[src/hdl/assp_pkg.sv]
// constants for the angle short stroke path
package assp_pkg;
    localparam int unsigned ANG_W = 12;
    localparam int unsigned GAIN_W = 13;
    localparam int unsigned GAIN_FRAC = 8;
    localparam int unsigned CLAMP_W = 8;
    // register byte offsets
    localparam logic [7:0] OFS_PREGAIN = 8'h00;
    localparam logic [7:0] OFS_GAIN = 8'h04;
    localparam logic [7:0] OFS_INPUT = 8'h08;
    localparam logic [7:0] OFS_POST = 8'h0c;
    localparam logic [7:0] OFS_CTRL = 8'h10;
    localparam logic [7:0] OFS_STATUS = 8'h14;
    localparam logic [7:0] OFS_MASK = 8'h18;
    localparam logic [7:0] OFS_ANGLE = 8'h1c;
    // field positions
    localparam int unsigned SS_BIT = 25;
    localparam int unsigned CE_BIT = 25;
    localparam int unsigned WRAP_BIT = 24;
    localparam int unsigned HI_LSB = 16;
    localparam int unsigned FIELD_HI_LSB = 12;
    localparam int unsigned POL_BIT = 0;
    localparam int unsigned CLAMP_SHIFT = ANG_W - CLAMP_W;
    // status bits
    localparam int unsigned ST_OOR = 0;
    localparam int unsigned ST_BACK = 1;
    localparam int unsigned ST_SAMPLE = 2;
    localparam int unsigned ST_W = 3;
    localparam logic [11:0] ANG_MAX = 12'hfff;
    localparam logic [31:0] RST_ZERO = 32'h0000_0000;
endpackage : assp_pkg

[src/hdl/assp_top.sv]
// angle post-processing: offsets, bound check, gain, clamp/roll-over, polarity
//
// Overview of operation
// - pre-gain zero offset subtracted from measured angle before gain.
// - polarity one replaces final angle by 360 degrees minus angle.
// - short stroke compares pre-gain corrected angle with input bounds.
// - angle outside input bounds tristates output, even with clamping.
// - digital gain multiply, range reaching 11.25 degrees to full scale.
// - both limit controls clear, gained angle wraps modulo 360 degrees.
// - post-gain trim added after gain, before clamp and roll-over.
// - clamp 0, wrap 0: plain modulo 360 wrap.
// - clamp 0, wrap 1: wrap between lower and upper output limits.
// - clamp 1, wrap 0: saturate at first limit reached and hold.
// - clamp 1, wrap 1: wrap modulo 360 then limit to output limits.
// - gain field unsigned 5.8, applied gain one plus field, short stroke only.
// - short stroke select enables gain and bound checks; else neither acts.
// - pre-gain offset is 12 bits covering one full turn.
// - upper input bound of all ones disables upper bound check.
`timescale 1ns/1ps
`default_nettype none
module assp_top (
    input wire logic pclk, // apb clock, 125 MHz
    input wire logic presetn, // async reset, active low
    input wire logic clk_en, // freezes all state while low
    input wire logic psel, // apb select
    input wire logic penable, // apb access phase
    input wire logic pwrite, // apb direction
    input wire logic [31:0] paddr, // apb byte address
    input wire logic [31:0] pwdata, // apb write data
    output logic [31:0] prdata, // apb read data
    output logic pready, // apb ready
    output logic pslverr, // apb error, unmapped address
    input wire logic ang_valid, // averaged angle sample strobe
    input wire logic [11:0] ang_in, // averaged angle, full turn = 4096
    output logic out_valid, // one-cycle pulse with new result
    output logic [11:0] out_angle, // processed angle to output stage
    output logic out_tristate, // diagnostic high-impedance request
    output logic irq // level interrupt
);
    // =========================================================
    // register file
    // =========================================================
    logic [11:0] pregain_q, pregain_d;
    logic [12:0] gain_q, gain_d;
    logic ss_q, ss_d;
    logic [11:0] min_in_q, min_in_d, max_in_q, max_in_d;
    logic ce_q, ce_d, wrap_q, wrap_d;
    logic [11:0] post_gain_trim_q, post_gain_trim_d;
    logic [7:0] hi_clamp_q, hi_clamp_d, lo_clamp_q, lo_clamp_d;
    logic pol_q, pol_d;
    logic [2:0] status_q, status_d, mask_q, mask_d;
    logic [31:0] prdata_d;
    logic slverr_d;
    logic [2:0] events;
    logic wait_q, wait_d;

    // writes land only at the edge that completes the transfer
    wire logic wr = psel && penable && pwrite && wait_q;
    wire logic rd = psel && penable && !pwrite;

    function automatic logic hit(input logic [31:0] a, input logic [7:0] ofs);
        hit = (a[31:8] == 24'h00_0000) && (a[7:0] == ofs);
    endfunction : hit

    function automatic logic mapped(input logic [31:0] a);
        mapped = hit(a, assp_pkg::OFS_PREGAIN) || hit(a, assp_pkg::OFS_GAIN)
            || hit(a, assp_pkg::OFS_INPUT) || hit(a, assp_pkg::OFS_POST)
            || hit(a, assp_pkg::OFS_CTRL) || hit(a, assp_pkg::OFS_STATUS)
            || hit(a, assp_pkg::OFS_MASK) || hit(a, assp_pkg::OFS_ANGLE);
    endfunction : mapped

    always_comb
    begin
        pregain_d = pregain_q;
        gain_d = gain_q;
        ss_d = ss_q;
        min_in_d = min_in_q;
        max_in_d = max_in_q;
        ce_d = ce_q;
        wrap_d = wrap_q;
        post_gain_trim_d = post_gain_trim_q;
        hi_clamp_d = hi_clamp_q;
        lo_clamp_d = lo_clamp_q;
        pol_d = pol_q;
        mask_d = mask_q;
        status_d = status_q;
        prdata_d = assp_pkg::RST_ZERO;
        // error registered in the first access cycle so it stands with pready only
        slverr_d = psel && penable && !wait_q && !mapped(paddr);
        if (wr)
        begin
            if (hit(paddr, assp_pkg::OFS_PREGAIN))
                pregain_d = pwdata[assp_pkg::FIELD_HI_LSB +: assp_pkg::ANG_W];
            if (hit(paddr, assp_pkg::OFS_GAIN))
            begin
                ss_d = pwdata[assp_pkg::SS_BIT];
                gain_d = pwdata[assp_pkg::GAIN_W-1:0];
            end
            if (hit(paddr, assp_pkg::OFS_INPUT))
            begin
                ce_d = pwdata[assp_pkg::CE_BIT];
                wrap_d = pwdata[assp_pkg::WRAP_BIT];
                max_in_d = pwdata[assp_pkg::FIELD_HI_LSB +: assp_pkg::ANG_W];
                min_in_d = pwdata[assp_pkg::ANG_W-1:0];
            end
            if (hit(paddr, assp_pkg::OFS_POST))
            begin
                post_gain_trim_d = pwdata[assp_pkg::HI_LSB +: assp_pkg::ANG_W];
                hi_clamp_d = pwdata[assp_pkg::CLAMP_W +: assp_pkg::CLAMP_W];
                lo_clamp_d = pwdata[assp_pkg::CLAMP_W-1:0];
            end
            if (hit(paddr, assp_pkg::OFS_CTRL))
                pol_d = pwdata[assp_pkg::POL_BIT];
            if (hit(paddr, assp_pkg::OFS_MASK))
                mask_d = pwdata[assp_pkg::ST_W-1:0];
            if (hit(paddr, assp_pkg::OFS_STATUS))
                status_d = status_q & ~pwdata[assp_pkg::ST_W-1:0];
        end
        // set wins over a simultaneous write-one clear
        status_d = status_d | events;
        if (rd)
        begin
            unique case (1'b1)
                hit(paddr, assp_pkg::OFS_PREGAIN): prdata_d = {8'h00, pregain_q, 12'h000};
                hit(paddr, assp_pkg::OFS_GAIN): prdata_d = {6'h00, ss_q, 12'h000, gain_q};
                hit(paddr, assp_pkg::OFS_INPUT): prdata_d = {6'h00, ce_q, wrap_q, max_in_q, min_in_q};
                hit(paddr, assp_pkg::OFS_POST): prdata_d = {4'h0, post_gain_trim_q, hi_clamp_q, lo_clamp_q};
                hit(paddr, assp_pkg::OFS_CTRL): prdata_d = {31'h0000_0000, pol_q};
                hit(paddr, assp_pkg::OFS_STATUS): prdata_d = {29'h0000_0000, status_q};
                hit(paddr, assp_pkg::OFS_MASK): prdata_d = {29'h0000_0000, mask_q};
                hit(paddr, assp_pkg::OFS_ANGLE): prdata_d = {19'h0_0000, out_tristate, out_angle};
                default: prdata_d = assp_pkg::RST_ZERO;
            endcase
        end
    end

    always_ff @(posedge pclk or negedge presetn)
    begin
        if (!presetn)
        begin
            pregain_q <= 12'h000;
            gain_q <= 13'h0000;
            ss_q <= 1'b0;
            min_in_q <= 12'h000;
            max_in_q <= 12'h000;
            ce_q <= 1'b0;
            wrap_q <= 1'b0;
            post_gain_trim_q <= 12'h000;
            hi_clamp_q <= 8'h00;
            lo_clamp_q <= 8'h00;
            pol_q <= 1'b0;
            status_q <= 3'h0;
            mask_q <= 3'h0;
            prdata <= 32'h0000_0000;
            pslverr <= 1'b0;
        end
        else if (clk_en)
        begin
            pregain_q <= pregain_d;
            gain_q <= gain_d;
            ss_q <= ss_d;
            min_in_q <= min_in_d;
            max_in_q <= max_in_d;
            ce_q <= ce_d;
            wrap_q <= wrap_d;
            post_gain_trim_q <= post_gain_trim_d;
            hi_clamp_q <= hi_clamp_d;
            lo_clamp_q <= lo_clamp_d;
            pol_q <= pol_d;
            status_q <= status_d;
            mask_q <= mask_d;
            prdata <= prdata_d;
            pslverr <= slverr_d;
        end
    end

    // one wait state: answer from registered read data
    always_comb
    begin
        wait_d = psel && penable && !wait_q;
    end
    always_ff @(posedge pclk or negedge presetn)
    begin
        if (!presetn)
            wait_q <= 1'b0;
        else if (clk_en)
            wait_q <= wait_d;
    end
    assign pready = wait_q && clk_en;

    assign irq = |(status_q & mask_q);

    // =========================================================
    // angle path, single pass per sample
    // =========================================================
    logic [11:0] ang_q, ang_d;
    logic tri_q, tri_d;
    logic vld_q, vld_d;
    logic held_q, held_d;
    logic [11:0] held_ang_q, held_ang_d;
    logic [11:0] pre;
    logic oor;
    logic [13:0] gain_full;
    logic [25:0] prod;
    logic [11:0] gained;
    logic [11:0] trimmed;
    logic [11:0] lo_lim, hi_lim;
    logic [12:0] span;
    logic [11:0] limited;
    logic [11:0] lin;

    always_comb
    begin
        pre = ang_in - pregain_q;
        // bound check in short stroke only
        oor = ss_q && ((pre < min_in_q) || ((max_in_q != assp_pkg::ANG_MAX) && (pre > max_in_q)));
        // gain is one plus 5.8 field
        gain_full = ss_q ? ({1'b0, gain_q} + 14'h0100) : 14'h0100;
        prod = {14'h0000, pre} * {12'h000, gain_full};
        // keep low bits, modulo one turn
        gained = prod[assp_pkg::GAIN_FRAC +: assp_pkg::ANG_W];
        trimmed = gained + post_gain_trim_q;
        lo_lim = {lo_clamp_q, 4'h0};
        hi_lim = {hi_clamp_q, 4'h0};
        lin = prod[19:8] | {12{|prod[25:20]}};
        span = {1'b0, hi_lim} - {1'b0, lo_lim} + 13'h0001;
        limited = trimmed;
        // a sample in any other mode drops a stale hold
        held_d = 1'b0;
        held_ang_d = held_ang_q;
        unique case ({ce_q, wrap_q})
            2'b00: limited = trimmed;
            2'b01:
            begin
                if (span[12] || span == 13'h0000)
                    limited = lo_lim;
                else if (trimmed < lo_lim)
                    // below the low limit counts as past the turn boundary
                    limited = 12'((({1'b0, trimmed} + 13'h1000 - {1'b0, lo_lim}) % span) + {1'b0, lo_lim});
                else
                    limited = 12'((({1'b0, trimmed} - {1'b0, lo_lim}) % span) + {1'b0, lo_lim});
            end
            // saturate at first limit met and hold until back inside
            2'b10:
            begin
                if (trimmed > hi_lim || trimmed < lo_lim || lin == 12'hfff)
                begin
                    if (!held_q)
                        held_ang_d = (lin == 12'hfff || trimmed > hi_lim) ? hi_lim : lo_lim;
                    held_d = 1'b1;
                    limited = held_d ? held_ang_d : trimmed;
                end
                else
                    held_d = 1'b0;
            end
            2'b11: limited = (trimmed > hi_lim) ? hi_lim : ((trimmed < lo_lim) ? lo_lim : trimmed);
        endcase
        if (!ang_valid)
        begin
            held_d = held_q;
            held_ang_d = held_ang_q;
        end
        ang_d = ang_q;
        tri_d = tri_q;
        vld_d = ang_valid;
        if (ang_valid)
        begin
            ang_d = pol_q ? 12'(13'h1000 - {1'b0, limited}) : limited;
            tri_d = oor;
        end
        events = {ang_valid, ang_valid && tri_q && !oor, ang_valid && oor && !tri_q};
    end

    always_ff @(posedge pclk or negedge presetn)
    begin
        if (!presetn)
        begin
            ang_q <= 12'h000;
            tri_q <= 1'b0;
            vld_q <= 1'b0;
            held_q <= 1'b0;
            held_ang_q <= 12'h000;
        end
        else if (clk_en)
        begin
            ang_q <= ang_d;
            tri_q <= tri_d;
            vld_q <= vld_d;
            held_q <= held_d;
            held_ang_q <= held_ang_d;
        end
    end

    assign out_angle = ang_q;
    assign out_tristate = tri_q;
    assign out_valid = vld_q;
endmodule : assp_top
`default_nettype wire

[config.mk]
export PLATFORM = sky130hd
export DESIGN_NAME = assp_top
export DESIGN_NICKNAME = d
export VERILOG_FILES = /design/src/hdl/assp_pkg.sv /design/src/hdl/assp_top.sv
export SDC_FILE = /design/constraint.sdc
export NUM_CORES = 1
export LEC_CHECK = 0
export CORE_UTILIZATION = 60
export CTS_CLUSTER_DIAMETER = 100
export CTS_CLUSTER_SIZE = 20
export DETAILED_ROUTE_END_ITERATION = 10
export DONT_BUFFER_PORTS = 1
export GPL_TIMING_DRIVEN = 0
export PLACE_DENSITY = 0.83
export SYNTH_ARGS = -nofsm -noshare
export SYNTH_HDL_FRONTEND = slang
export SYNTH_SLANG_ARGS = --single-unit
[constraint.sdc]
create_clock -name pclk -period 83.5 [get_ports pclk]
set_input_delay 8.35 -clock pclk [delete_from_list [all_inputs] [get_ports pclk]]
set_output_delay 8.35 -clock pclk [all_outputs]
set_load 0.005 [all_outputs]
==> metrics <==
flops & latches, synth=144; total global-route track usage=0.373; number of flops mapped to enable cells by yosys=0; DR vias/cell=6.61; HP Class=reg -> reg; Post-synth top cells=inv_1, nand2_1, ha_1; Final ANT Viol Nets=0; root buf cell=clkbuf_16; HPWL after detailed placement=56.3 mm; hold buffer count at cts=0; critical path arrival=41.15 ns; core area=36800 um2; Worst-Margin Slew=1.36 ns; io pins=132; I/O Buffers=0; die width=196 um; r2r setup slk=50.15 ns; CP Max Fanout=10; asr flop ratio synth=1.00; Sink Count=144; final hold vios=0; post-route setup slack=42.64 ns; most used cell along the critical path=a21oi_1; Max clock buf depth=2; crit-path max cell delay=0.92 ns; status=complete, no violations; setup_tns=0 ns; worst hold start=held_ang_q[7]; total gr overflow=0; H-tree depth=4; Skew-Pair Late Insertion Delay=0.43 ns; met1 Use GR=0.453; hold depth=2; synthesis warning total=0; Initial DRC Count=2157; Yosys top cell by area=dfrtp_1; share of cells above drive strength 1=0.0735; routability cong.=1.03; Critical Path Source Type=input pin; Mapped Cells=2804; worst reg2reg path startpoint=pregain_q[1]; Seq/Total Area, Yosys=0.160; per-cell routed wire length=21.5 um; largest net degree at the start of global routing=145; Total Wirelength=71.3 mm; total CTS buffers=17; fin nets=3275; most area-consuming cells after synthesis=dfrtp_1, ha_1, fa_1; Reg2Reg Depth=152; total setup buffers inserted after CTS=0; RSZ-0062 raised after global routing=no; busiest grt layer=met2; die area=38300 um2; min cycle time layout=40.86 ns; fin util=0.647; most frequent cell after synthesis=inv_1; first-pass GRT wire length=114 mm; f_max=0.0245 GHz; reg2reg end=out_angle[11]; die height=196 um; pre-CTS setup slack=43.08 ns; Final Setup Violations=0; Gates resized, CTS repair=0; Register Area=3600 um2; Slew Viols, Final=0; Max-cap violations=0; routed vias=21900; end point of the worst hold path=held_ang_q[7]; Yosys top cell area share=0.160; DRT Pass-1 Iters=7; Distinct cells, synth=104; Syn Area/Cell=8.03 um2; critical path class=in -> reg; Initial Util=0.612; hold_ws=0.486 ns; fin crit share=0.489; Critical Path RT=83.79 ns; drc violations=0; CTS tree=done; Worst Skew=0.0112 ns; met3 usage=0.0672; CP max stage cell=xnor2_1; Post-Syn Area=22500 um2; Core Rows=70; ys flop type=dfrtp_1; filler cell count=3020; vias in the first global route=21900; Setup crit end kind=flop; Layout area overhead=5.71%; Multi-input gate area=17300 um2; GR Layer Usage met2=0.621; max_slew headroom=0.0844; antenna violations before repair=3; clock slew at reported path FFs=0.06 ns
## critical path, delay by kind of cell
family,cells,cell delay (ns)
compound gates,64,12.87
buf+inv,15,2.77
simple gates,43,6.96
mux,1,0.43
xor+xnor,6,2.15
fa+ha+maj,21,7.60
## cells in the final DEF (no fill, tap or decap), types with 9 or more instances in the layout
cell type / Yosys / final
inv_1: 316 / 316
nand2_1: 273 / 273
ha_1: 239 / 239
nor2_1: 238 / 238
a21oi_1: 196 / 196
o21ai_0: 147 / 147
dfrtp_1: 144 / 144
fa_1: 123 / 123
xnor2_1: 107 / 104
mux2_2: 97 / 97
clkbuf_1: 80 / 81
a21o_1: 66 / 66
xor2_1: 57 / 56
nand2b_1: 49 / 49
nand3_1: 48 / 48
nor3_1: 38 / 38
nand4_1: 33 / 33
o21a_1: 33 / 33
nor2b_1: 32 / 32
o22ai_1: 31 / 31
and2_1: 30 / 30
o21bai_1: 27 / 27
mux2i_1: 27 / 27
o211ai_1: 21 / 21
a211oi_1: 20 / 20
and3_1: 19 / 19
a31oi_1: 18 / 18
o31ai_1: 17 / 17
nor4_1: 17 / 17
clkbuf_16: 0 / 17
o21ai_1: 14 / 14
a22oi_1: 13 / 13
a221oi_1: 13 / 13
or2_2: 13 / 13
and4_1: 12 / 12
or3_1: 11 / 11
a22o_1: 11 / 11
buf_2: 8 / 9
## worst max-delay path by stage
stage                         start            end  slack, ns  cells after the start
final                     ang_in[0]  out_angle[11]      42.64                    150
after global routing      ang_in[0]  out_angle[11]      40.50                    150
after CTS                 ang_in[0]  out_angle[11]      43.33                    150
after detailed placement  ang_in[0]  out_angle[11]      43.08                    150
after global placement    ang_in[0]  out_angle[11]      43.88                    150
after floorplan           ang_in[1]  out_angle[11]      47.92                    151
## layout make-up
cell class                 count  area share
antenna                        1    0.000105
buffer                       101      0.0175
clock buffer                  18      0.0180
clock inverter                14     0.00741
inverter                     319      0.0503
multi-input combinational   2243       0.729
sequential                   144       0.151
tap                          468      0.0246
timing repair buffer           4     0.00210
## logic make-up (layout without fill, tap and decap cells)
logic type	after synthesis	after routing	share of synthesized area
AND/OR/NAND/NOR	849	849	0.180
buffers and inverters	420	456	0.0716
AO/OA/AOI/OAI	735	735	0.220
multiplexers	125	125	0.0611
adder cells (fa/ha/maj)	366	366	0.244
flip-flops	144	144	0.160
XOR/XNOR	164	164	0.0638
other	1	5	0.000167
## state kept, by name, indices dropped and copies added, names as in the netlist, 8 cells and up
| register | cells |
|---|---|
| prdata | 28 |
| gain_q | 13 |
| held_ang_q | 12 |
| max_in_q | 12 |
| min_in_q | 12 |
| out_angle | 12 |
| post_gain_trim_q | 12 |
| pregain_q | 12 |
| hi_clamp_q | 8 |
| lo_clamp_q | 8 |
## metal layers
metal  vias up  part of all wire
met1     10500              0.38
met2      1254              0.46
li1       9860                 -
met3       315             0.091
met5         -           0.00045
met4         4             0.064
## metrics by stage
| step | cell area, um2 | std cells |
|---|---|---|
| 3_3_place_gp | 23100 | 3275 |
| 6_report | 23800 | 3312 |
| 5_1_grt | 23800 | 3311 |
| 4_1_cts | 23800 | 3310 |
| 3_5_place_dp | 23200 | 3278 |
| 2_1_floorplan | 22500 | 2807 |
Power is not shown: default switching activity piles up to over one toggle a cycle in this logic, so the estimate is an artifact.
